## config.mk

```make
export PLATFORM = sky130hd
export DESIGN_NAME = twb_ctrl
export DESIGN_NICKNAME = d
export VERILOG_FILES = /design/src/hdl/twb_pkg.sv /design/src/hdl/twb_tick.sv /design/src/hdl/twb_axil.sv /design/src/hdl/twb_ctrl.sv
export VERILOG_INCLUDE_DIRS = /design/src /design/src/hdl
export SDC_FILE = /design/constraint.sdc
export NUM_CORES = 1
export LEC_CHECK = 0
export BUFFER_PORTS_ARGS = -buffer_cell sky130_fd_sc_hd__buf_2
export CAP_MARGIN = 20
export CORE_MARGIN = 1.5
export CORE_UTILIZATION = 35
export CTS_CLUSTER_DIAMETER = 150
export CTS_CLUSTER_SIZE = 30
export DETAILED_ROUTE_END_ITERATION = 16
export PLACE_DENSITY = 0.54
export REMOVE_ABC_BUFFERS = 1
export SYNTH_ARGS = -nofsm -noshare
export SYNTH_HDL_FRONTEND = slang
export SYNTH_HIERARCHICAL = 1
export SYNTH_SLANG_ARGS = --single-unit
```

## constraint.sdc

```tcl
create_clock -name aclk -period 3.7 [get_ports aclk]
set_input_delay 0.37 -clock aclk [delete_from_list [all_inputs] [get_ports aclk]]
set_output_delay 0.37 -clock aclk [all_outputs]
set_load 0.02 [all_outputs]
```

## src/hdl/twb_cfg.svh

```systemverilog
// Register map, field positions and phase codes of the two-wire controller.
// Assumes byte addresses on a 32-bit register bus, one register per word.
`ifndef TWB_CFG_SVH
`define TWB_CFG_SVH
`define TWB_OFS_DIV     8'h00
`define TWB_OFS_CTL     8'h04
`define TWB_OFS_DATA    8'h08
`define TWB_OFS_STAT    8'h0C
`define TWB_OFS_OWN     8'h10
`define TWB_REG_RST     8'h00
`define TWB_CTL_DONE    7
`define TWB_CTL_ACK     6
`define TWB_CTL_STA     5
`define TWB_CTL_STO     4
`define TWB_CTL_WCOL    3
`define TWB_CTL_EN      2
`define TWB_CTL_IE      0
`define TWB_STAT_CODE   7:3
`define TWB_STAT_BUSY   2
`define TWB_STAT_MST    1
`define TWB_OWN_ADDR    7:1
`define TWB_OWN_GCE     0
`define TWB_GCALL_ADDR  7'h00
`define TWB_BYTE_BITS   4'h8
`define TWB_PH_SET      2'h0
`define TWB_PH_RISE     2'h1
`define TWB_PH_HIGH     2'h2
`define TWB_PH_FALL     2'h3
`define TWB_RESP_OKAY   2'h0
`define TWB_RESP_SLVERR 2'h2
`endif

```

## src/hdl/twb_pkg.sv

```systemverilog
// Types shared by the two-wire controller and its register bus slave.
// Assumes twb_cfg.svh is on the include path.
`default_nettype none
`include "twb_cfg.svh"
package twb_pkg;
  typedef enum logic [3:0] {
    ST_IDLE, ST_START, ST_BYTE, ST_HOLD, ST_STOP,
    ST_S_RX, ST_S_ACK, ST_S_TX, ST_S_HOLD
  } twb_fsm_t;

  typedef enum logic [4:0] {
    C_NONE, C_START, C_ADDR_ACK, C_ADDR_NACK, C_TXD_ACK, C_TXD_NACK,
    C_RXD_ACK, C_RXD_NACK, C_ARB_LOST, C_SLA_W, C_SLA_R, C_GCALL,
    C_SRX_DATA, C_STX_ACK, C_STX_NACK
  } twb_code_t;

  typedef struct packed {
    logic scl;
    logic sda;
  } twb_line_t;

  typedef struct packed {
    logic       en;
    logic [7:0] addr;
    logic [7:0] data;
  } twb_wr_t;

  typedef struct packed {
    logic       aw_ok;
    logic       w_ok;
    logic [7:0] awaddr;
    logic [7:0] wdata;
    logic       wstrb0;
    logic       bvalid;
    logic [1:0] bresp;
    logic       rvalid;
    logic [7:0] rdata;
    logic [1:0] rresp;
  } twb_axs_t;

  typedef struct packed {
    twb_fsm_t   fsm;
    twb_code_t  code;
    logic [1:0] ph;
    logic [3:0] cnt;
    logic [7:0] shift;
    logic [7:0] div;
    logic [7:0] data;
    logic [7:0] own;
    logic       done;
    logic       ack_en;
    logic       sta;
    logic       sto;
    logic       wcol;
    logic       en;
    logic       ie;
    logic       master;
    logic       busy;
    logic       m_rx;
    logic       m_addr;
    logic       s_addr;
    logic       s_tx;
    logic       s_ack_due;
    logic       nack;
    logic       scl_oe;
    logic       sda_oe;
    logic       scl_q;
    logic       sda_q;
  } twb_state_t;

  function automatic logic twb_hit(input logic [7:0] a);
    twb_hit = (a == `TWB_OFS_DIV) || (a == `TWB_OFS_CTL) ||
              (a == `TWB_OFS_DATA) || (a == `TWB_OFS_STAT) ||
              (a == `TWB_OFS_OWN);
  endfunction : twb_hit
endpackage : twb_pkg
`default_nettype wire

```

## src/hdl/twb_tick.sv

```systemverilog
// Bit-rate divider: one-cycle enable pulse every div+1 clock cycles.
// Assumes a single system clock and synchronous active-low reset.
`default_nettype none
module twb_tick #(
  parameter int W = 8
) (
  input  wire logic         aclk,
  input  wire logic         aresetn,
  input  wire logic         en,
  input  wire logic [W-1:0] div,
  output logic              tick
);
  logic [W-1:0] cnt_reg;
  logic [W-1:0] cnt_next;
  logic         tick_reg;
  logic         tick_next;

  always_comb begin
    cnt_next  = cnt_reg;
    tick_next = 1'b0;
    if (!en) begin
      cnt_next = '0;
    end else if (cnt_reg >= div) begin
      cnt_next  = '0;
      tick_next = 1'b1;
    end else begin
      cnt_next = cnt_reg + {{(W-1){1'b0}}, 1'b1};
    end
  end

  always_ff @(posedge aclk) begin
    if (!aresetn) begin
      cnt_reg  <= '0;
      tick_reg <= 1'b0;
    end else begin
      cnt_reg  <= cnt_next;
      tick_reg <= tick_next;
    end
  end

  assign tick = tick_reg;
endmodule : twb_tick
`default_nettype wire

```

## src/hdl/twb_axil.sv

```systemverilog
// AXI4-Lite slave front end: turns bus transfers into write strobes and
// read lookups. Assumes 8-bit registers in byte lane 0 of each word.
`default_nettype none
`include "twb_cfg.svh"
module twb_axil (
  input  wire logic             aclk,
  input  wire logic             aresetn,
  input  wire logic [7:0]       s_axi_awaddr,
  input  wire logic             s_axi_awvalid,
  output logic                  s_axi_awready,
  input  wire logic [31:0]      s_axi_wdata,
  input  wire logic [3:0]       s_axi_wstrb,
  input  wire logic             s_axi_wvalid,
  output logic                  s_axi_wready,
  output logic [1:0]            s_axi_bresp,
  output logic                  s_axi_bvalid,
  input  wire logic             s_axi_bready,
  input  wire logic [7:0]       s_axi_araddr,
  input  wire logic             s_axi_arvalid,
  output logic                  s_axi_arready,
  output logic [31:0]           s_axi_rdata,
  output logic [1:0]            s_axi_rresp,
  output logic                  s_axi_rvalid,
  input  wire logic             s_axi_rready,
  output twb_pkg::twb_wr_t      wr,
  output logic [7:0]            rd_addr,
  input  wire logic [7:0]       rd_data
);
  import twb_pkg::*;
  twb_axs_t r;
  twb_axs_t n;
  logic     go;

  assign s_axi_awready = !r.aw_ok && !r.bvalid;
  assign s_axi_wready  = !r.w_ok && !r.bvalid;
  assign s_axi_arready = !r.rvalid;
  assign go            = r.aw_ok && r.w_ok;
  assign rd_addr       = s_axi_araddr;

  always_comb begin
    n  = r;
    wr = '0;
    if (s_axi_awvalid && s_axi_awready) begin
      n.aw_ok  = 1'b1;
      n.awaddr = s_axi_awaddr;
    end
    if (s_axi_wvalid && s_axi_wready) begin
      n.w_ok   = 1'b1;
      n.wdata  = s_axi_wdata[7:0];
      n.wstrb0 = s_axi_wstrb[0];
    end
    if (go) begin
      wr.en    = twb_hit(r.awaddr) && r.wstrb0;
      wr.addr  = r.awaddr;
      wr.data  = r.wdata;
      n.aw_ok  = 1'b0;
      n.w_ok   = 1'b0;
      n.bvalid = 1'b1;
      n.bresp  = twb_hit(r.awaddr) ? `TWB_RESP_OKAY : `TWB_RESP_SLVERR;
    end else if (r.bvalid && s_axi_bready) begin
      n.bvalid = 1'b0;
    end
    if (s_axi_arvalid && s_axi_arready) begin
      n.rvalid = 1'b1;
      n.rdata  = twb_hit(s_axi_araddr) ? rd_data : '0;
      n.rresp  = twb_hit(s_axi_araddr) ? `TWB_RESP_OKAY : `TWB_RESP_SLVERR;
    end else if (r.rvalid && s_axi_rready) begin
      n.rvalid = 1'b0;
    end
  end

  always_ff @(posedge aclk) begin
    if (!aresetn) begin
      r <= '0;
    end else begin
      r <= n;
    end
  end

  assign s_axi_bvalid = r.bvalid;
  assign s_axi_bresp  = r.bresp;
  assign s_axi_rvalid = r.rvalid;
  assign s_axi_rresp  = r.rresp;
  assign s_axi_rdata  = {24'h000000, r.rdata};
endmodule : twb_axil
`default_nettype wire

```

## src/hdl/twb_ctrl.sv

```systemverilog
// Two-wire bus controller: master and addressed-slave engine with an
// AXI4-Lite register file. Assumes open-drain pads resolved outside.
//
// Decided for this implementation: the register offsets and the AXI4-Lite register port.
`default_nettype none
`include "twb_cfg.svh"
module twb_ctrl (
  input  wire logic             aclk,
  input  wire logic             aresetn,
  input  wire logic [7:0]       s_axi_awaddr,
  input  wire logic             s_axi_awvalid,
  output logic                  s_axi_awready,
  input  wire logic [31:0]      s_axi_wdata,
  input  wire logic [3:0]       s_axi_wstrb,
  input  wire logic             s_axi_wvalid,
  output logic                  s_axi_wready,
  output logic [1:0]            s_axi_bresp,
  output logic                  s_axi_bvalid,
  input  wire logic             s_axi_bready,
  input  wire logic [7:0]       s_axi_araddr,
  input  wire logic             s_axi_arvalid,
  output logic                  s_axi_arready,
  output logic [31:0]           s_axi_rdata,
  output logic [1:0]            s_axi_rresp,
  output logic                  s_axi_rvalid,
  input  wire logic             s_axi_rready,
  input  wire logic             global_irq_en,
  output logic                  irq,
  input  wire twb_pkg::twb_line_t bus_in,
  output twb_pkg::twb_line_t    bus_out,
  output twb_pkg::twb_line_t    bus_oe
);
  import twb_pkg::*;
  twb_state_t r;
  twb_state_t n;
  twb_wr_t    wr;
  logic [7:0] rd_addr;
  logic [7:0] rd_data;
  logic       tick;
  logic       scl_rise;
  logic       scl_fall;
  logic       start_seen;
  logic       stop_seen;
  logic       rxb;
  logic       gc;
  logic       match;

  twb_axil u_axil (
    .aclk          (aclk),
    .aresetn       (aresetn),
    .s_axi_awaddr  (s_axi_awaddr),
    .s_axi_awvalid (s_axi_awvalid),
    .s_axi_awready (s_axi_awready),
    .s_axi_wdata   (s_axi_wdata),
    .s_axi_wstrb   (s_axi_wstrb),
    .s_axi_wvalid  (s_axi_wvalid),
    .s_axi_wready  (s_axi_wready),
    .s_axi_bresp   (s_axi_bresp),
    .s_axi_bvalid  (s_axi_bvalid),
    .s_axi_bready  (s_axi_bready),
    .s_axi_araddr  (s_axi_araddr),
    .s_axi_arvalid (s_axi_arvalid),
    .s_axi_arready (s_axi_arready),
    .s_axi_rdata   (s_axi_rdata),
    .s_axi_rresp   (s_axi_rresp),
    .s_axi_rvalid  (s_axi_rvalid),
    .s_axi_rready  (s_axi_rready),
    .wr            (wr),
    .rd_addr       (rd_addr),
    .rd_data       (rd_data)
  );

  twb_tick #(.W(8)) u_tick (
    .aclk    (aclk),
    .aresetn (aresetn),
    .en      (r.en),
    .div     (r.div),
    .tick    (tick)
  );

  assign scl_rise   = bus_in.scl && !r.scl_q;
  assign scl_fall   = !bus_in.scl && r.scl_q;
  assign start_seen = bus_in.scl && r.scl_q && r.sda_q && !bus_in.sda;
  assign stop_seen  = bus_in.scl && r.scl_q && !r.sda_q && bus_in.sda;
  assign rxb        = r.m_rx && !r.m_addr;
  assign gc         = r.shift[7:1] == `TWB_GCALL_ADDR && r.own[`TWB_OWN_GCE];
  assign match      = r.shift[7:1] == r.own[`TWB_OWN_ADDR];

  // Register read view; reading has no side effects.
  always_comb begin
    rd_data = '0;
    case (rd_addr)
      `TWB_OFS_DIV:  rd_data = r.div;
      `TWB_OFS_CTL: begin
        rd_data[`TWB_CTL_DONE] = r.done;
        rd_data[`TWB_CTL_ACK]  = r.ack_en;
        rd_data[`TWB_CTL_STA]  = r.sta;
        rd_data[`TWB_CTL_STO]  = r.sto;
        rd_data[`TWB_CTL_WCOL] = r.wcol;
        rd_data[`TWB_CTL_EN]   = r.en;
        rd_data[`TWB_CTL_IE]   = r.ie;
      end
      `TWB_OFS_DATA: rd_data = r.data;
      `TWB_OFS_STAT: begin
        rd_data[`TWB_STAT_CODE] = r.code;
        rd_data[`TWB_STAT_BUSY] = r.busy;
        rd_data[`TWB_STAT_MST]  = r.master;
      end
      `TWB_OFS_OWN:  rd_data = r.own;
      default:       rd_data = '0;
    endcase
  end

  always_comb begin
    n       = r;
    n.scl_q = bus_in.scl;
    n.sda_q = bus_in.sda;
    if (start_seen) begin
      n.busy = 1'b1;
    end else if (stop_seen) begin
      n.busy = 1'b0;
    end
    // Software writes first, so a hardware set later in the cycle wins.
    if (wr.en) begin
      case (wr.addr)
        `TWB_OFS_DIV: n.div = wr.data;
        `TWB_OFS_CTL: begin
          if (wr.data[`TWB_CTL_DONE]) begin
            n.done = 1'b0;
          end
          n.ack_en = wr.data[`TWB_CTL_ACK];
          n.sta    = wr.data[`TWB_CTL_STA];
          n.sto    = wr.data[`TWB_CTL_STO];
          n.en     = wr.data[`TWB_CTL_EN];
          n.ie     = wr.data[`TWB_CTL_IE];
        end
        `TWB_OFS_DATA: begin
          if (r.done) begin
            n.data = wr.data;
            n.wcol = 1'b0;
          end else begin
            n.wcol = 1'b1;
          end
        end
        `TWB_OFS_OWN: n.own = wr.data;
        default: ;
      endcase
    end
    if (!r.en) begin
      n.fsm    = ST_IDLE;
      n.master = 1'b0;
      n.scl_oe = 1'b0;
      n.sda_oe = 1'b0;
      n.ph     = `TWB_PH_SET;
    end else if (r.fsm >= ST_S_RX && stop_seen) begin
      n.fsm    = ST_IDLE;
      n.scl_oe = 1'b0;
      n.sda_oe = 1'b0;
    end else if (r.fsm >= ST_S_RX && start_seen) begin
      n.fsm    = ST_S_RX;
      n.cnt    = '0;
      n.s_addr = 1'b1;
      n.sda_oe = 1'b0;
    end else begin
      unique case (r.fsm)
        ST_IDLE: begin
          n.scl_oe = 1'b0;
          n.sda_oe = 1'b0;
          if (start_seen && r.ack_en) begin
            n.fsm    = ST_S_RX;
            n.cnt    = '0;
            n.s_addr = 1'b1;
          end else if (r.sta && !r.done && !r.busy && tick) begin
            n.fsm = ST_START;
            n.ph  = `TWB_PH_SET;
          end
        end
        ST_START: if (tick) begin
          unique case (r.ph)
            `TWB_PH_SET: begin
              n.sda_oe = 1'b0;
              n.ph     = `TWB_PH_RISE;
            end
            `TWB_PH_RISE: begin
              n.scl_oe = 1'b0;
              if (bus_in.scl && bus_in.sda) begin
                n.ph = `TWB_PH_HIGH;
              end
            end
            `TWB_PH_HIGH: begin
              n.sda_oe = 1'b1;
              n.master = 1'b1;
              n.ph     = `TWB_PH_FALL;
            end
            `TWB_PH_FALL: begin
              n.scl_oe = 1'b1;
              n.done   = 1'b1;
              n.code   = C_START;
              n.fsm    = ST_HOLD;
              n.m_addr = 1'b1;
              n.m_rx   = 1'b0;
              n.ph     = `TWB_PH_SET;
            end
          endcase
        end
        ST_HOLD: begin
          n.scl_oe = 1'b1;
          if (!r.done) begin
            n.ph  = `TWB_PH_SET;
            n.cnt = '0;
            if (r.sto) begin
              n.fsm = ST_STOP;
            end else if (r.sta) begin
              n.fsm = ST_START;
            end else begin
              n.fsm   = ST_BYTE;
              n.shift = rxb ? '0 : r.data;
            end
          end
        end
        ST_BYTE: if (tick) begin
          unique case (r.ph)
            `TWB_PH_SET: begin
              n.scl_oe = 1'b1;
              if (r.cnt < `TWB_BYTE_BITS) begin
                n.sda_oe = !rxb && !r.shift[7];
              end else begin
                n.sda_oe = rxb && r.ack_en;
              end
              n.ph = `TWB_PH_RISE;
            end
            `TWB_PH_RISE: begin
              n.scl_oe = 1'b0;
              if (bus_in.scl) begin
                n.ph = `TWB_PH_HIGH;
              end
            end
            `TWB_PH_HIGH: begin
              n.ph = `TWB_PH_FALL;
              if (r.cnt == `TWB_BYTE_BITS) begin
                n.nack = bus_in.sda;
              end else if (!rxb && r.shift[7] && !bus_in.sda) begin
                n.fsm    = ST_IDLE;
                n.master = 1'b0;
                n.scl_oe = 1'b0;
                n.sda_oe = 1'b0;
                n.done   = 1'b1;
                n.code   = C_ARB_LOST;
              end else begin
                n.shift = {r.shift[6:0], bus_in.sda};
              end
            end
            `TWB_PH_FALL: begin
              n.scl_oe = 1'b1;
              n.ph     = `TWB_PH_SET;
              n.cnt    = r.cnt + 4'h1;
              if (r.cnt == `TWB_BYTE_BITS) begin
                n.fsm    = ST_HOLD;
                n.done   = 1'b1;
                n.m_addr = 1'b0;
                if (r.m_addr) begin
                  n.m_rx = r.data[0];
                  n.code = r.nack ? C_ADDR_NACK : C_ADDR_ACK;
                end else if (rxb) begin
                  n.data = r.shift;
                  n.code = r.ack_en ? C_RXD_ACK : C_RXD_NACK;
                end else begin
                  n.code = r.nack ? C_TXD_NACK : C_TXD_ACK;
                end
              end
            end
          endcase
        end
        ST_STOP: if (tick) begin
          unique case (r.ph)
            `TWB_PH_SET: begin
              n.scl_oe = 1'b1;
              n.sda_oe = 1'b1;
              n.ph     = `TWB_PH_RISE;
            end
            `TWB_PH_RISE: begin
              n.scl_oe = 1'b0;
              if (bus_in.scl) begin
                n.ph = `TWB_PH_HIGH;
              end
            end
            `TWB_PH_HIGH: begin
              n.sda_oe = 1'b0;
              n.ph     = `TWB_PH_FALL;
            end
            `TWB_PH_FALL: begin
              n.master = 1'b0;
              n.sto    = 1'b0;
              n.fsm    = ST_IDLE;
              n.ph     = `TWB_PH_SET;
            end
          endcase
        end
        ST_S_RX: begin
          n.sda_oe = 1'b0;
          if (scl_rise) begin
            n.shift = {r.shift[6:0], bus_in.sda};
            n.cnt   = r.cnt + 4'h1;
          end else if (scl_fall && r.cnt == `TWB_BYTE_BITS) begin
            n.s_addr    = 1'b0;
            n.s_ack_due = 1'b1;
            n.fsm       = ST_S_HOLD;
            n.scl_oe    = 1'b1;
            n.done      = 1'b1;
            if (!r.s_addr) begin
              n.data = r.shift;
              n.code = C_SRX_DATA;
            end else if (gc) begin
              n.code = C_GCALL;
              n.s_tx = 1'b0;
            end else if (match) begin
              n.code = r.shift[0] ? C_SLA_R : C_SLA_W;
              n.s_tx = r.shift[0];
            end else begin
              n.fsm    = ST_IDLE;
              n.scl_oe = 1'b0;
              n.done   = r.done;
            end
          end
        end
        ST_S_HOLD: begin
          n.scl_oe = 1'b1;
          if (!r.done) begin
            n.scl_oe = 1'b0;
            n.cnt    = '0;
            if (r.s_ack_due) begin
              n.fsm    = ST_S_ACK;
              n.sda_oe = r.ack_en;
            end else if (r.nack) begin
              n.fsm = ST_IDLE;
            end else begin
              n.fsm    = ST_S_TX;
              n.shift  = r.data;
              n.sda_oe = !r.data[7];
            end
          end
        end
        ST_S_ACK: begin
          n.sda_oe = r.ack_en;
          if (scl_fall) begin
            n.cnt   = '0;
            n.shift = r.data;
            if (r.s_tx) begin
              n.fsm    = ST_S_TX;
              n.sda_oe = !r.data[7];
            end else begin
              n.fsm    = ST_S_RX;
              n.sda_oe = 1'b0;
            end
          end
        end
        ST_S_TX: begin
          if (scl_rise && r.cnt == `TWB_BYTE_BITS) begin
            n.nack = bus_in.sda;
          end else if (scl_fall && r.cnt < `TWB_BYTE_BITS) begin
            n.cnt    = r.cnt + 4'h1;
            n.shift  = {r.shift[6:0], 1'b0};
            n.sda_oe = r.cnt < `TWB_BYTE_BITS - 4'h1 && !r.shift[6];
          end else if (scl_fall) begin
            n.s_ack_due = 1'b0;
            n.fsm       = ST_S_HOLD;
            n.scl_oe    = 1'b1;
            n.done      = 1'b1;
            n.code      = r.nack ? C_STX_NACK : C_STX_ACK;
          end
        end
      endcase
    end
  end

  always_ff @(posedge aclk) begin
    if (!aresetn) begin
      r <= '0;
    end else begin
      r <= n;
    end
  end

  assign irq     = r.done && r.ie && global_irq_en;
  assign bus_out = '0;
  assign bus_oe  = '{scl: r.scl_oe, sda: r.sda_oe};
endmodule : twb_ctrl
`default_nettype wire

```

# Word-level counts from Yosys, hierarchy flattened

Index checks and enable logic that the tools add are counted.

Flip-flop bits (word level): 108
Bits of input ports: 62
Output and inout bits: 46
Logic and storage cells: 433

Add/subtract/negate cells: 2
Order comparisons: 4
Equal/unequal tests: 90
Mux-type cells: 187
Bitwise operators: 5
Reduce and logical (&&, ||, !) cells: 105

Operator list:

| operator                                       | count |
|---|---|
| two-way mux 8 bit                              | 23 |
| two-way mux 9 bit                              | 9 |
| two-way mux 1 bit                              | 69 |
| two-way mux 4 bit                              | 16 |
| two-way mux 12 bit                             | 5 |
| != test 3 bit (second input constant)          | 18 |
| AND reduction 18 bit                           | 3 |
| two-way mux 2 bit                              | 24 |
| case mux 8 bit (6 select lines)                | 1 |
| two-way mux 23 bit                             | 2 |
| != test 2 bit (second input constant)          | 22 |
| == test 8 x 4 -> 1 bit (second input constant) | 5 |
| case mux 4 bit (9 select lines)                | 1 |
| logical AND 1 bit                              | 35 |
| case mux 6 bit (5 select lines)                | 1 |
| case mux 4 bit (7 select lines)                | 1 |
| == test 8 x 3 -> 1 bit (second input constant) | 3 |
| == test 8 x 5 -> 1 bit (second input constant) | 3 |
| logical NOT 8 bit                              | 3 |
| != test 3 x 2 -> 1 bit (second input constant) | 7 |
| two-way mux 5 bit                              | 4 |
| != test 4 bit (second input constant)          | 5 |
| case mux 5 bit (4 select lines)                | 1 |
| AND reduction 10 bit                           | 2 |
| other kinds (56)                               | 130 |

# Depth between registers and ports, before layout

Gate-level depths: netlist of the first run.

Depth in word-level cells: 19
Mapped depth: 10
Gate-level depth less buffers: 9

# By module

Netlist of the first run, hierarchy kept.

By module, submodules not included:

| module   | instances | cells an instance | area an instance (um^2) | sequential area each (um^2) |
|---|---|---|---|---|
| twb_ctrl | 1         | 558               | 4377.9                  | 1301.2 |
| twb_axil | 1         | 192               | 1704.1                  | 620.6 |
| twb_tick | 1         | 60                | 534.3                   | 180.2 |

# Worst setup path before layout of the first run

No wires, ideal clock.

Path kind: register -> register
From: register u_axil/r[25] (netlist bit)
To: register r[18] (netlist name)
Setup time: 0.134 ns
Arrival: 2.457 ns
Required time: 3.566 ns
Slack: 1.109 ns
Cell stages (with the launch flop): 11
Buffers on the path: 1
Period minus slack after synthesis: 2.591 ns
Path through: dfxtp_1 -> o21ai_0 -> nor4b_1 -> and3_1 -> or4b_2 -> nor3_1 -> nor4bb_1 -> buf_2 -> nand2_1 -> o21ai_0 -> a21oi_1

RTL lines:

| element                | RTL line       | RTL |
|---|---|---|
| start, declared        | twb_axil.sv:30 | `twb_axs_t r;` |
| start signal, assigned | twb_axil.sv:76 | `r <= n;` |

==> impl_metrics.prom, run 1 <==
# TYPE chip_impl_metric gauge
chip_impl_info{name="status",value="complete, no violations"} 1
chip_impl_metric{name="vias",unit=""} 5869
chip_impl_info{name="most_common_cell_after_layout_fill_and_taps_aside",value="sky130_fd_sc_hd__dfxtp_1"} 1
chip_impl_metric{name="clock_skew",unit="ns"} 0.01067
chip_impl_metric{name="cts_resized",unit=""} 0
chip_impl_metric{name="worst_setup_hold_path_clk_slew",unit="ns"} 0.08
chip_impl_info{name="clk_root_buffer_cell",value="sky130_fd_sc_hd__clkbuf_16"} 1
chip_impl_metric{name="irDropWorstVdd",unit="V"} 0.0002833
chip_impl_metric{name="cts-buffers-inserted",unit=""} 9
chip_impl_metric{name="drt.antenna.violating_nets",unit=""} 0
chip_impl_info{name="ys_top_cells_by_area",value="sky130_fd_sc_hd__dfxtp_1, sky130_fd_sc_hd__mux2i_1, sky130_fd_sc_hd__buf_4"} 1
chip_impl_metric{name="postSynthRegisterBits",unit=""} 105
chip_impl_metric{name="die_w",unit="um"} 140.5
chip_impl_metric{name="sequential_cell_area",unit="sq mm"} 0.002102
chip_impl_metric{name="timing_worst_slew_pin_value",unit="ns"} 0.9536
chip_impl_metric{name="drt_first_iter_violations",unit=""} 503
chip_impl_info{name="rsz_0062_raised_after_global_routing",value="false"} 1
chip_impl_metric{name="max-slew-margin-rel",unit="%"} 36.15
chip_impl_metric{name="drive_above_1_share",unit="%"} 13.16
chip_impl_metric{name="timing_max_transition_violations_final",unit=""} 0
chip_impl_metric{name="finalCriticalPeriod",unit="ns"} 3.065
chip_impl_metric{name="post-cts-setup-buffers",unit=""} 0
chip_impl_metric{name="post_synth_num_cell_types",unit=""} 78
chip_impl_metric{name="first_pass_iters",unit=""} 5
chip_impl_metric{name="post-dp-hpwl",unit="um"} 13880
chip_impl_metric{name="nFillCells",unit=""} 1975
chip_impl_metric{name="layout.nets",unit=""} 900
chip_impl_info{name="min_path_type",value="input pin to flip-flop"} 1
chip_impl_metric{name="io_buffers",unit=""} 52
chip_impl_metric{name="max_cap_violation_count",unit=""} 0
chip_impl_metric{name="hold_buffers",unit=""} 0
chip_impl_metric{name="post-route-period-util",unit="%"} 82.83
chip_impl_metric{name="final_replace_weighted_congestion",unit=""} 0.8755
chip_impl_metric{name="wl",unit="um"} 19020
chip_impl_metric{name="max_clock_freq",unit="GHz"} 0.3263
chip_impl_metric{name="die_height",unit="um"} 140.5
chip_impl_info{name="yosys.area.top_type",value="sky130_fd_sc_hd__dfxtp_1"} 1
chip_impl_metric{name="post_synth_inst_count",unit=""} 810
chip_impl_metric{name="core-area",unit="sq mm"} 0.01864
chip_impl_metric{name="boundaryPins",unit=""} 108
chip_impl_metric{name="yosysTopAreaCellShare",unit="%"} 31.77
chip_impl_metric{name="worst-endpoint-required",unit="ns"} 3.90
chip_impl_metric{name="worst_hold_slack",unit="ns"} 0.2583
chip_impl_info{name="synth-main-ff-cell",value="sky130_fd_sc_hd__dfxtp_1"} 1
chip_impl_metric{name="postSynth.asyncResetShare",unit="%"} 0
chip_impl_info{name="end_kind",value="flip-flop"} 1
chip_impl_info{name="layout_top_registers",value="r: 63 flops, u_axil/r: 19 flops"} 1
chip_impl_metric{name="cts-root-to-sink-buffers",unit=""} 2
chip_impl_info{name="critical_path.startpoint_type",value="flip-flop"} 1
chip_impl_metric{name="global_route_wire_length_before_repair",unit="um"} 30360
chip_impl_metric{name="antenna_found_initial",unit=""} 0
chip_impl_metric{name="final_cells",unit=""} 1062
chip_impl_metric{name="arrival_time_of_the_worst_setup_path",unit="ns"} 3.27
chip_impl_metric{name="ys.warnings.count",unit=""} 6
chip_impl_metric{name="synth.yosys.seq_area_share",unit="%"} 31.77
chip_impl_metric{name="post_synth.cell_area_avg",unit="sq um"} 8.168
chip_impl_metric{name="htreeDepth",unit=""} 3
chip_impl_metric{name="place.detailed.instances",unit=""} 1046
chip_impl_metric{name="finalSetupTns",unit="ns"} 0
chip_impl_metric{name="antennaDiodeCount",unit=""} 0
chip_impl_metric{name="post-route-util",unit="%"} 38.38
chip_impl_metric{name="hold_vio_cnt_final",unit=""} 0
chip_impl_metric{name="largest_net_degree_at_the_start_of_global_routing",unit=""} 46
chip_impl_metric{name="grt_pass1_vias",unit=""} 5473
chip_impl_metric{name="layout-area-overhead-vs-synth",unit="%"} 8.150
chip_impl_info{name="registers.top_by_ff_count",value="r"} 1
chip_impl_metric{name="setup_viol_count_final",unit=""} 0
chip_impl_metric{name="avgRoutedWirePerCell",unit="um"} 17.91
chip_impl_metric{name="multi_input_combinational_cell_area",unit="sq mm"} 0.003918
chip_impl_metric{name="synth_edf_count",unit=""} 0
chip_impl_metric{name="rows",unit=""} 50
chip_impl_metric{name="total_grt_overflow",unit=""} 0
chip_impl_metric{name="crit_fanout",unit=""} 6
chip_impl_metric{name="synth.cell_area",unit="sq mm"} 0.006616
chip_impl_info{name="top_library_cells_by_usage_in_the_layout_fill_and_taps_aside",value="sky130_fd_sc_hd__dfxtp_1, sky130_fd_sc_hd__nor2_1, sky130_fd_sc_hd__nand2_1"} 1
chip_impl_info{name="criticalPathCategory",value="flip-flop to flip-flop"} 1
chip_impl_metric{name="effective_utilization_at_floorplan",unit="%"} 35.49
chip_impl_metric{name="via_per_inst",unit=""} 5.526
chip_impl_info{name="clock_tree_from_tritoncts",value="yes"} 1
chip_impl_metric{name="power_density",unit="mW/mm^2"} 326.8
chip_impl_metric{name="largest_register_ff_count",unit=""} 63
chip_impl_metric{name="cts.sinks",unit=""} 105
chip_impl_metric{name="insertion_delay",unit="ns"} 0.36
chip_impl_metric{name="power.leakage",unit="nW"} 2.909
chip_impl_metric{name="fp.dieArea",unit="sq mm"} 0.01974
chip_impl_metric{name="post-route-drc-count",unit=""} 0
chip_impl_metric{name="grtUsageTotal",unit="%"} 19.44
==> per-layer routing <==
metal | track usage, % | vias up | share of wire, %
li1 | - | 2902 | -
met2 | 29.47 | 170 | 43
met4 | 7.018 | 0 | 2.8
met1 | 27.92 | 2767 | 49
met3 | 2.872 | 30 | 4.6
met5 | 0 | - | 0
==> synth_stat cells, types with 11 or more instances <==
cell and instances:
sky130_fd_sc_hd__and3_1 26, sky130_fd_sc_hd__o21ai_0 37, sky130_fd_sc_hd__clkbuf_1 29, sky130_fd_sc_hd__a21oi_1 32, sky130_fd_sc_hd__nand4_1 15, sky130_fd_sc_hd__dfxtp_1 105
sky130_fd_sc_hd__buf_4 48, sky130_fd_sc_hd__inv_1 26, sky130_fd_sc_hd__nor2b_1 34, sky130_fd_sc_hd__nand2_1 56, sky130_fd_sc_hd__ha_1 15, sky130_fd_sc_hd__nand2b_1 18
sky130_fd_sc_hd__nand3_1 28, sky130_fd_sc_hd__nor2_1 62, sky130_fd_sc_hd__buf_2 14, sky130_fd_sc_hd__nor3_1 23, sky130_fd_sc_hd__o22ai_1 11, sky130_fd_sc_hd__mux2i_1 49
==> critical path: stages, from the launching register on <==
cell                       delay [ns]
sky130_fd_sc_hd__dfxtp_1         0.32
sky130_fd_sc_hd__o21ai_0         0.16
sky130_fd_sc_hd__nor4b_1         0.36
sky130_fd_sc_hd__and3_1          0.21
sky130_fd_sc_hd__or4b_2          0.59
sky130_fd_sc_hd__nor3_1          0.38
sky130_fd_sc_hd__nor4bb_1        0.33
sky130_fd_sc_hd__buf_4           0.22
sky130_fd_sc_hd__mux2i_1         0.26
sky130_fd_sc_hd__a311oi_1        0.08
==> where the power goes <==
group	leakage, nW	total (mW)	switching [mW]	internal (mW)
combinational	1.91	0.170	0.113	0.0572
sequential	0.850	1.16	0.0140	1.15
clock	0.151	1.01	0.506	0.499
==> cells by family after synthesis <==
logic type | share of synthesized area (%)
buffers and inverters | 10.59
other | 0.1135
XOR/XNOR | 2.250
adder cells (fa/ha/maj) | 2.837
flip-flops | 31.77
AND/OR/NAND/NOR | 25.91
multiplexers | 7.413
AO/OA/AOI/OAI | 19.12
==> final timing paths <==
path	cells past startpoint	from	end	slack, ns
worst max register to register	9	u_axil/r[25]$_SDFFE_PN0P_	r[15]$_SDFF_PN0_	0.64
worst min register to register	2	bus_oe[0]$_SDFFE_PP0P_	bus_oe[0]$_SDFFE_PP0P_	0.47
worst min-delay path	3	s_axi_wdata[4]	u_axil/r[19]$_SDFFE_PN0P_	0.26
worst max-delay path	9	u_axil/r[25]$_SDFFE_PN0P_	r[15]$_SDFF_PN0_	0.64
==> metrics by stage <==
step	area (sq um)	worst slack (ns)	total power [mW]
after floorplan	6115	0.3802	1.294
after global placement	6847	0.6583	1.359
after detailed placement	6847	0.6715	1.360
after CTS	7156	0.6503	2.363
after global routing	7156	0.4222	2.432
final	7156	0.6352	2.339
==> cell type report <==
type                    instances  area share, %
clock buffers                  10          3.340
clock inverters                 6         0.9792
inverters                      27          1.416
multi-input cells             605          54.75
flip-flops and latches        105          29.38
well taps                     234          4.092
repair buffers                 75          6.050
(Power assumes the default switching activity.)
==> run 2, diff against run 1 <==
ABC_AREA = 1   (was not set)
PLACE_DENSITY = 0.55   (was 0.54)
clock period = 2.8 ns   (was 3.7 ns; I/O delays follow)
==> run 2 against run 1 <==
Against the previous run: cell count is 31% higher; largest cell class unchanged; first-iteration DRC count fell by 2.2%; final area rose by 8.0%; sequential share of layout area fell by 2.2 points; non-clock buffer count is 2 lower.
==> impl_metrics.prom, run 2 <==
# TYPE chip_impl_metric gauge
chip_impl_metric{name="power_density",unit="mW/mm^2"} 417.6
chip_impl_metric{name="slowest_delay",unit="ns"} 0.42
chip_impl_info{name="list_of_most_frequent_post_synthesis_cells",value="sky130_fd_sc_hd__nand2_1, sky130_fd_sc_hd__nor2_1, sky130_fd_sc_hd__inv_1, sky130_fd_sc_hd__dfxtp_1, sky130_fd_sc_hd__o21ai_0"} 1
chip_impl_info{name="critical_path.startpoint_type",value="flip-flop"} 1
chip_impl_metric{name="grt_pass1_vias",unit=""} 6434
chip_impl_metric{name="max-slew-margin-rel",unit="%"} 55.10
chip_impl_metric{name="synth.yosys.seq_area_share",unit="%"} 29.71
chip_impl_metric{name="power.leakage",unit="nW"} 3.432
chip_impl_metric{name="drive_above_1_share",unit="%"} 13.79
chip_impl_metric{name="htreeDepth",unit=""} 3
chip_impl_info{name="most_common_cell_after_layout_fill_and_taps_aside",value="sky130_fd_sc_hd__nand2_1"} 1
chip_impl_metric{name="max_clock_freq",unit="GHz"} 0.4020
chip_impl_metric{name="post-route-drc-count",unit=""} 0
chip_impl_metric{name="ys.warnings.count",unit=""} 6
chip_impl_metric{name="post-route-period-util",unit="%"} 88.85
chip_impl_metric{name="p_sw_share",unit="%"} 27.60
chip_impl_metric{name="crit_fanout",unit=""} 12
chip_impl_metric{name="boundaryPins",unit=""} 108
chip_impl_metric{name="intPower",unit="mW"} 2.336
chip_impl_metric{name="final_replace_weighted_congestion",unit=""} 0.9539
chip_impl_metric{name="total_grt_overflow",unit=""} 0
chip_impl_metric{name="post_synth_inst_count",unit=""} 1081
chip_impl_metric{name="power.switching",unit="mW"} 0.8907
chip_impl_metric{name="synth_edf_count",unit=""} 0
chip_impl_metric{name="fp.dieArea",unit="sq mm"} 0.02108
chip_impl_metric{name="die_height",unit="um"} 145.2
chip_impl_metric{name="cts-buffers-inserted",unit=""} 9
chip_impl_metric{name="avgRoutedWirePerCell",unit="um"} 15.96
chip_impl_info{name="layout_top_registers",value="r: 63 flops, u_axil/r: 19 flops"} 1
chip_impl_metric{name="global_route.usage.met1",unit="%"} 26.74
chip_impl_info{name="synth-main-ff-cell",value="sky130_fd_sc_hd__dfxtp_1"} 1
chip_impl_metric{name="clock_skew",unit="ns"} 0.01340
chip_impl_metric{name="layout-area-overhead-vs-synth",unit="%"} 9.213
chip_impl_info{name="timing.critical_path.from",value="u_axil/r[32]$_SDFFE_PP0P_"} 1
chip_impl_metric{name="worst_hold_slack",unit="ns"} 0.1483
chip_impl_metric{name="drt.antenna.violating_nets",unit=""} 0
chip_impl_metric{name="grt_util_met3",unit="%"} 3.648
chip_impl_metric{name="cts.sinks",unit=""} 105
chip_impl_metric{name="post_synth_num_cell_types",unit=""} 51
chip_impl_info{name="criticalPathCategory",value="flip-flop to flip-flop"} 1
chip_impl_metric{name="max_cap_violation_count",unit=""} 0
chip_impl_metric{name="cts-root-to-sink-buffers",unit=""} 2
chip_impl_metric{name="drt_first_iter_violations",unit=""} 492
chip_impl_metric{name="largest_net_degree_at_the_start_of_global_routing",unit=""} 68
chip_impl_metric{name="wl",unit="um"} 22180
chip_impl_metric{name="rows",unit=""} 51
chip_impl_metric{name="post-dp-hpwl",unit="um"} 17100
chip_impl_metric{name="setup_viol_count_final",unit=""} 0
chip_impl_info{name="ys_top_cells_by_area",value="sky130_fd_sc_hd__dfxtp_1, sky130_fd_sc_hd__nand2_1, sky130_fd_sc_hd__nor2_1"} 1
chip_impl_metric{name="sequential_fraction_of_design_power",unit="%"} 48.1
chip_impl_metric{name="post-cts-setup-buffers",unit=""} 0
chip_impl_metric{name="antenna_found_initial",unit=""} 0
chip_impl_info{name="clk_root_buffer_cell",value="sky130_fd_sc_hd__clkbuf_16"} 1
chip_impl_info{name="status",value="complete, no violations"} 1
chip_impl_metric{name="synth.cell_area",unit="sq mm"} 0.007076
chip_impl_metric{name="timing_max_transition_violations_final",unit=""} 0
chip_impl_info{name="rsz_0062_raised_after_global_routing",value="false"} 1
chip_impl_info{name="registers.top_by_ff_count",value="r"} 1
chip_impl_metric{name="largest_register_ff_count",unit=""} 63
chip_impl_metric{name="worst_setup_hold_path_clk_slew",unit="ns"} 0.08
chip_impl_metric{name="hold_vio_cnt_final",unit=""} 0
chip_impl_metric{name="via_per_inst",unit=""} 5.011
chip_impl_metric{name="antennaDiodeCount",unit=""} 0
chip_impl_metric{name="arrival_time_of_the_worst_setup_path",unit="ns"} 2.79
chip_impl_metric{name="post_synth.cell_area_avg",unit="sq um"} 6.545
chip_impl_metric{name="vias",unit=""} 6960
chip_impl_metric{name="yosysTopAreaCellShare",unit="%"} 29.71
chip_impl_metric{name="grtUsageTotal",unit="%"} 21.14
chip_impl_metric{name="insertion_delay",unit="ns"} 0.37
chip_impl_metric{name="cts_resized",unit=""} 0
chip_impl_info{name="yosys.area.top_type",value="sky130_fd_sc_hd__dfxtp_1"} 1
chip_impl_metric{name="share_of_power_burned_in_combinational_logic",unit="%"} 8.8
chip_impl_metric{name="core-area",unit="sq mm"} 0.01965
chip_impl_metric{name="postSynthRegisterBits",unit=""} 105
chip_impl_info{name="gr-max-usage-layer",value="met2"} 1
chip_impl_metric{name="finalCriticalPeriod",unit="ns"} 2.488
chip_impl_metric{name="irDropWorstVdd",unit="V"} 0.0002868
chip_impl_info{name="regToRegStartpoint",value="u_axil/r[32]$_SDFFE_PP0P_"} 1
chip_impl_metric{name="die_w",unit="um"} 145.2
chip_impl_info{name="top_library_cells_by_usage_in_the_layout_fill_and_taps_aside",value="sky130_fd_sc_hd__nand2_1, sky130_fd_sc_hd__nor2_1, sky130_fd_sc_hd__inv_1"} 1
chip_impl_metric{name="layout.nets",unit=""} 1196
chip_impl_info{name="synth.most_common_cell",value="sky130_fd_sc_hd__nand2_1"} 1
chip_impl_metric{name="io_buffers",unit=""} 52
chip_impl_info{name="clock_tree_from_tritoncts",value="yes"} 1
chip_impl_metric{name="worst-endpoint-required",unit="ns"} 3.10
chip_impl_metric{name="hold_buffers",unit=""} 0
chip_impl_info{name="end_kind",value="flip-flop"} 1
chip_impl_info{name="hp-start",value="s_axi_bready"} 1
chip_impl_metric{name="timing_worst_slew_pin_value",unit="ns"} 0.6736
chip_impl_info{name="worstPathCellList",value="nand2_2 -> nor3_2 -> nand3_1 -> nor2_1 -> nand2_1 -> nor4_1 -> nand3_2 -> o21ai_0 -> nand2_1 -> nand2_1 -> nor2_1 -> nor2_1"} 1
chip_impl_metric{name="grt_use_met2",unit="%"} 35.62
chip_impl_metric{name="p_clk_share",unit="%"} 43.1
chip_impl_metric{name="global_route_wire_length_before_repair",unit="um"} 35050
chip_impl_metric{name="first_pass_iters",unit=""} 7
chip_impl_info{name="critPathSlowestCell",value="sky130_fd_sc_hd__dfxtp_1"} 1
chip_impl_metric{name="finalSetupTns",unit="ns"} 0
chip_impl_metric{name="effective_utilization_at_floorplan",unit="%"} 36.00
chip_impl_info{name="min_path_type",value="input pin to flip-flop"} 1
chip_impl_metric{name="postSynth.asyncResetShare",unit="%"} 0
==> run 2: per-stage QoR <==
| stage | area [sq um] | power [mW] | setup WS [ns] | util [%] | instances |
|---|---|---|---|---|---|
| floorplan | 6649 | 1.778 | 0.3421 | - | 1035 |
| global placement | 7398 | 1.870 | 0.3212 | 37.64 | 1373 |
| detailed placement | 7398 | 1.872 | 0.2881 | 37.64 | 1373 |
| CTS | 7722 | 3.267 | 0.2453 | 39.29 | 1389 |
| global route | 7727 | 3.358 | 0.004096 | 39.32 | 1389 |
| finish | 7727 | 3.227 | 0.3123 | 39.32 | 1389 |
==> run 2: critical path, delay by kind of cell (launching register included) <==
kind            cells  cell delay [ns]
compound gates      1             0.36
flops               1             0.42
simple gates       11             1.67
==> run 2: layout make-up <==
cell class	instances	area [sq um]
multi-input cells	786	4010
flip-flops and latches	105	2102
clock buffers	9	225.2
inverters	144	541.8
clock inverters	7	98.84
well taps	265	331.6
repair buffers	73	417.9
fillers	2169	11930
==> run 2: path summary, 6_finish.rpt <==
path	slack (ns)	cells past startpoint	to
min	0.15	4	u_axil/s_axi_bvalid$_SDFFE_PN0P_
max reg2reg	0.31	12	r[29]$_SDFF_PN0_
min reg2reg	0.46	2	u_axil/r[19]$_SDFFE_PN0P_
max	0.31	12	r[29]$_SDFF_PN0_
==> run 2: power groups by stage <==
stage | Combinational (mW) | Sequential, mW | Clock (mW)
detailed placement | 0.285 | 1.59 | 0
global placement | 0.284 | 1.59 | 0
floorplan | 0.183 | 1.60 | 0
global route | 0.318 | 1.56 | 1.48
CTS | 0.286 | 1.55 | 1.43
finish | 0.284 | 1.55 | 1.39
==> run 2: cell families (layout without fill, tap and decap cells) <==
logic type | count (synthesis) | in the layout | synth area share, %
simple gates | 525 | 525 | 33.67
buf+inv | 216 | 233 | 15.07
fa+ha+maj | 15 | 15 | 2.653
other cells | 2 | 28 | 0.1061
flops | 105 | 105 | 29.71
compound gates | 206 | 206 | 17.31
xor+xnor | 12 | 12 | 1.485
==> run 2: routing by layer <==
layer	share of wire, %	vias up
met2	47	247
met1	44	3152
met3	6.0	49
met5	0	-
met4	3.3	0
li1	-	3512
==> run 3, diff against run 2 <==
MAX_ROUTING_LAYER = met4   (was not set)
==> run 3 against run 2 <==
Against the previous run: clock skew about the same; combinational power about the same; sequential power about the same; first-iteration DRC count down 11%.
==> impl_metrics.prom, run 3 (same netlist as run 2, synthesis figures left out) <==
# TYPE chip_impl_metric gauge
chip_impl_info{name="status",value="complete, no violations"} 1
chip_impl_metric{name="drive_above_1_share",unit="%"} 13.70
chip_impl_metric{name="post-dp-hpwl",unit="um"} 17010
chip_impl_metric{name="cts-buffers-inserted",unit=""} 9
chip_impl_info{name="most_common_cell_after_layout_fill_and_taps_aside",value="sky130_fd_sc_hd__nand2_1"} 1
chip_impl_metric{name="place.detailed.instances",unit=""} 1373
chip_impl_info{name="registers.top_by_ff_count",value="r"} 1
chip_impl_info{name="min_path_type",value="input pin to flip-flop"} 1
chip_impl_metric{name="antennaDiodeCount",unit=""} 0
chip_impl_metric{name="timing.hold.worst_path_depth",unit=""} 3
chip_impl_metric{name="via_per_inst",unit=""} 4.916
chip_impl_metric{name="final_replace_weighted_congestion",unit=""} 0.9673
chip_impl_metric{name="worst_setup_hold_path_clk_slew",unit="ns"} 0.09
chip_impl_metric{name="wl",unit="um"} 21800
chip_impl_metric{name="cts_resized",unit=""} 0
chip_impl_metric{name="global_route_wire_length_before_repair",unit="um"} 34710
chip_impl_metric{name="timing_worst_slew_pin_value",unit="ns"} 0.6600
chip_impl_info{name="clock_tree_from_tritoncts",value="yes"} 1
chip_impl_info{name="critPathSlowestCell",value="sky130_fd_sc_hd__dfxtp_1"} 1
chip_impl_metric{name="post_place_setup_slack",unit="ns"} 0.3089
chip_impl_metric{name="worst-endpoint-required",unit="ns"} 3.10
chip_impl_info{name="worstPathCellList",value="nand2_2 -> nor3_2 -> nand3_1 -> nor2_1 -> nand2_1 -> nor4_1 -> nand3_2 -> o21ai_0 -> nand2_1 -> nand2_1 -> nor2_1 -> nor2_1"} 1
chip_impl_metric{name="final_cells",unit=""} 1389
chip_impl_metric{name="post-route-drc-count",unit=""} 0
chip_impl_metric{name="reg2reg_slack",unit="ns"} 0.38
chip_impl_info{name="critical_path.startpoint_type",value="flip-flop"} 1
chip_impl_metric{name="post-route-period-util",unit="%"} 86.32
chip_impl_metric{name="largest_register_ff_count",unit=""} 63
chip_impl_metric{name="nFillCells",unit=""} 2199
chip_impl_metric{name="largest_net_degree_at_the_start_of_global_routing",unit=""} 67
chip_impl_metric{name="drt_first_iter_violations",unit=""} 438
chip_impl_metric{name="power.leakage",unit="nW"} 3.423
chip_impl_metric{name="io_buffers",unit=""} 52
chip_impl_metric{name="layout-area-overhead-vs-synth",unit="%"} 8.789
chip_impl_metric{name="post-cts-setup-buffers",unit=""} 0
chip_impl_metric{name="clock_skew",unit="ns"} 0.01348
chip_impl_metric{name="drt.antenna.violating_nets",unit=""} 0
chip_impl_info{name="rsz_0062_raised_after_global_routing",value="false"} 1
chip_impl_info{name="criticalPathCategory",value="flip-flop to flip-flop"} 1
chip_impl_metric{name="effective_utilization_at_floorplan",unit="%"} 36.00
chip_impl_metric{name="grtUsageTotal",unit="%"} 21.49
chip_impl_info{name="layout_top_registers",value="r: 63 flops, u_axil/r: 19 flops"} 1
chip_impl_metric{name="timing_max_transition_violations_final",unit=""} 0
chip_impl_info{name="top_library_cells_by_usage_in_the_layout_fill_and_taps_aside",value="sky130_fd_sc_hd__nand2_1, sky130_fd_sc_hd__nor2_1, sky130_fd_sc_hd__inv_1"} 1
chip_impl_info{name="clk_root_buffer_cell",value="sky130_fd_sc_hd__clkbuf_16"} 1
chip_impl_metric{name="finalCriticalPeriod",unit="ns"} 2.417
chip_impl_metric{name="max-slew-margin-rel",unit="%"} 56.00
chip_impl_metric{name="irDropWorstVdd",unit="V"} 0.0003638
chip_impl_metric{name="finalSetupTns",unit="ns"} 0
chip_impl_metric{name="report.power.total",unit="mW"} 3.130
chip_impl_metric{name="max_cap_violation_count",unit=""} 0
chip_impl_info{name="end_kind",value="flip-flop"} 1
chip_impl_metric{name="die_height",unit="um"} 145.2
chip_impl_metric{name="cts.sinks",unit=""} 105
chip_impl_metric{name="crit_fanout",unit=""} 12
chip_impl_metric{name="die_w",unit="um"} 145.2
chip_impl_metric{name="worst_r2r_path_depth",unit=""} 12
chip_impl_metric{name="grt_pass1_vias",unit=""} 6386
chip_impl_metric{name="insertion_delay",unit="ns"} 0.37
chip_impl_metric{name="layout_setup_ws",unit="ns"} 0.3832
chip_impl_metric{name="max_clock_freq",unit="GHz"} 0.4138
chip_impl_metric{name="rows",unit=""} 51
chip_impl_metric{name="vias",unit=""} 6828
chip_impl_metric{name="arrival_time_of_the_worst_setup_path",unit="ns"} 2.72
chip_impl_metric{name="power_density",unit="mW/mm^2"} 406.6
chip_impl_metric{name="avgRoutedWirePerCell",unit="um"} 15.70
chip_impl_metric{name="hold_buffers",unit=""} 0
chip_impl_metric{name="total_grt_overflow",unit=""} 0
chip_impl_metric{name="htreeDepth",unit=""} 3
chip_impl_metric{name="fp.dieArea",unit="sq mm"} 0.02108
chip_impl_metric{name="layout.nets",unit=""} 1196
chip_impl_metric{name="cts-root-to-sink-buffers",unit=""} 2
chip_impl_metric{name="first_pass_iters",unit=""} 6
chip_impl_metric{name="hold_vio_cnt_final",unit=""} 0
chip_impl_metric{name="boundaryPins",unit=""} 108
chip_impl_metric{name="core-area",unit="sq mm"} 0.01965
chip_impl_metric{name="setup_viol_count_final",unit=""} 0
chip_impl_metric{name="slowest_delay",unit="ns"} 0.42
chip_impl_metric{name="antenna_found_initial",unit=""} 0
-- run 3: cell types whose count changed in the layout (fill, tap and decap cells not counted), sizes merged --
cell      before  now
bufinv         1    0
clkinvlp       1    0
clkinv         4    2
clkbuf         9   10
inv          145  148
-- run 3: path summary, 6_finish.rpt --
check / startpoint / endpoint
max: u_axil/r[31]$_SDFFE_PP0P_ / r[29]$_SDFF_PN0_
min: bus_in[1] / r[1]$_SDFF_PN0_
max reg2reg: u_axil/r[31]$_SDFFE_PP0P_ / r[29]$_SDFF_PN0_
min reg2reg: u_axil/r[14]$_SDFFE_PN0P_ / u_axil/r[14]$_SDFFE_PN0P_
-- run 3: area by class of cell --
class	count	area, sq um	area share, %
sequential	105	2102	27.31
clock inverter	6	65.06	0.8453
timing repair buffer	73	417.9	5.429
inverter	144	541.8	7.038
clock buffer	10	229.0	2.975
tap	265	331.6	4.308
multi-input combinational	786	4010	52.10
-- run 3: per-layer routing --
| metal | share of wire, % | global-route usage, % | wire [um] | vias up |
|---|---|---|---|---|
| met1 | 45 | 26.28 | 9787 | 3084 |
| met4 | 3.2 | 9.031 | 697 | 0 |
| met3 | 4.8 | 3.176 | 1056 | 48 |
| met5 | 0 | - | 0 | - |
| li1 | - | - | - | 3502 |
| met2 | 47 | 35.31 | 10260 | 194 |
-- run 3: through the flow --
stage	instance area, sq um	utilization [%]	hold WS, ns
6_report	7697	39.16	0.1630
5_1_grt	7697	39.16	0.1659
4_1_cts	7692	39.14	0.1535
3_5_place_dp	7398	37.64	0.4544
3_3_place_gp	7398	37.64	0.4507
2_1_floorplan	6649	-	0.3735
-- run 3: worst max-delay path, delay by kind of cell (launching register included) --
| kind | cells | cell delay [ns] |
|---|---|---|
| AND/OR/NAND/NOR | 11 | 1.56 |
| AO/OA/AOI/OAI | 1 | 0.37 |
| flip-flops | 1 | 0.42 |
-- run 3: power by group --
part | internal (mW) | switching, mW
logic | 0.0841 | 0.199
registers | 1.53 | 0.0203
clock network | 0.636 | 0.660
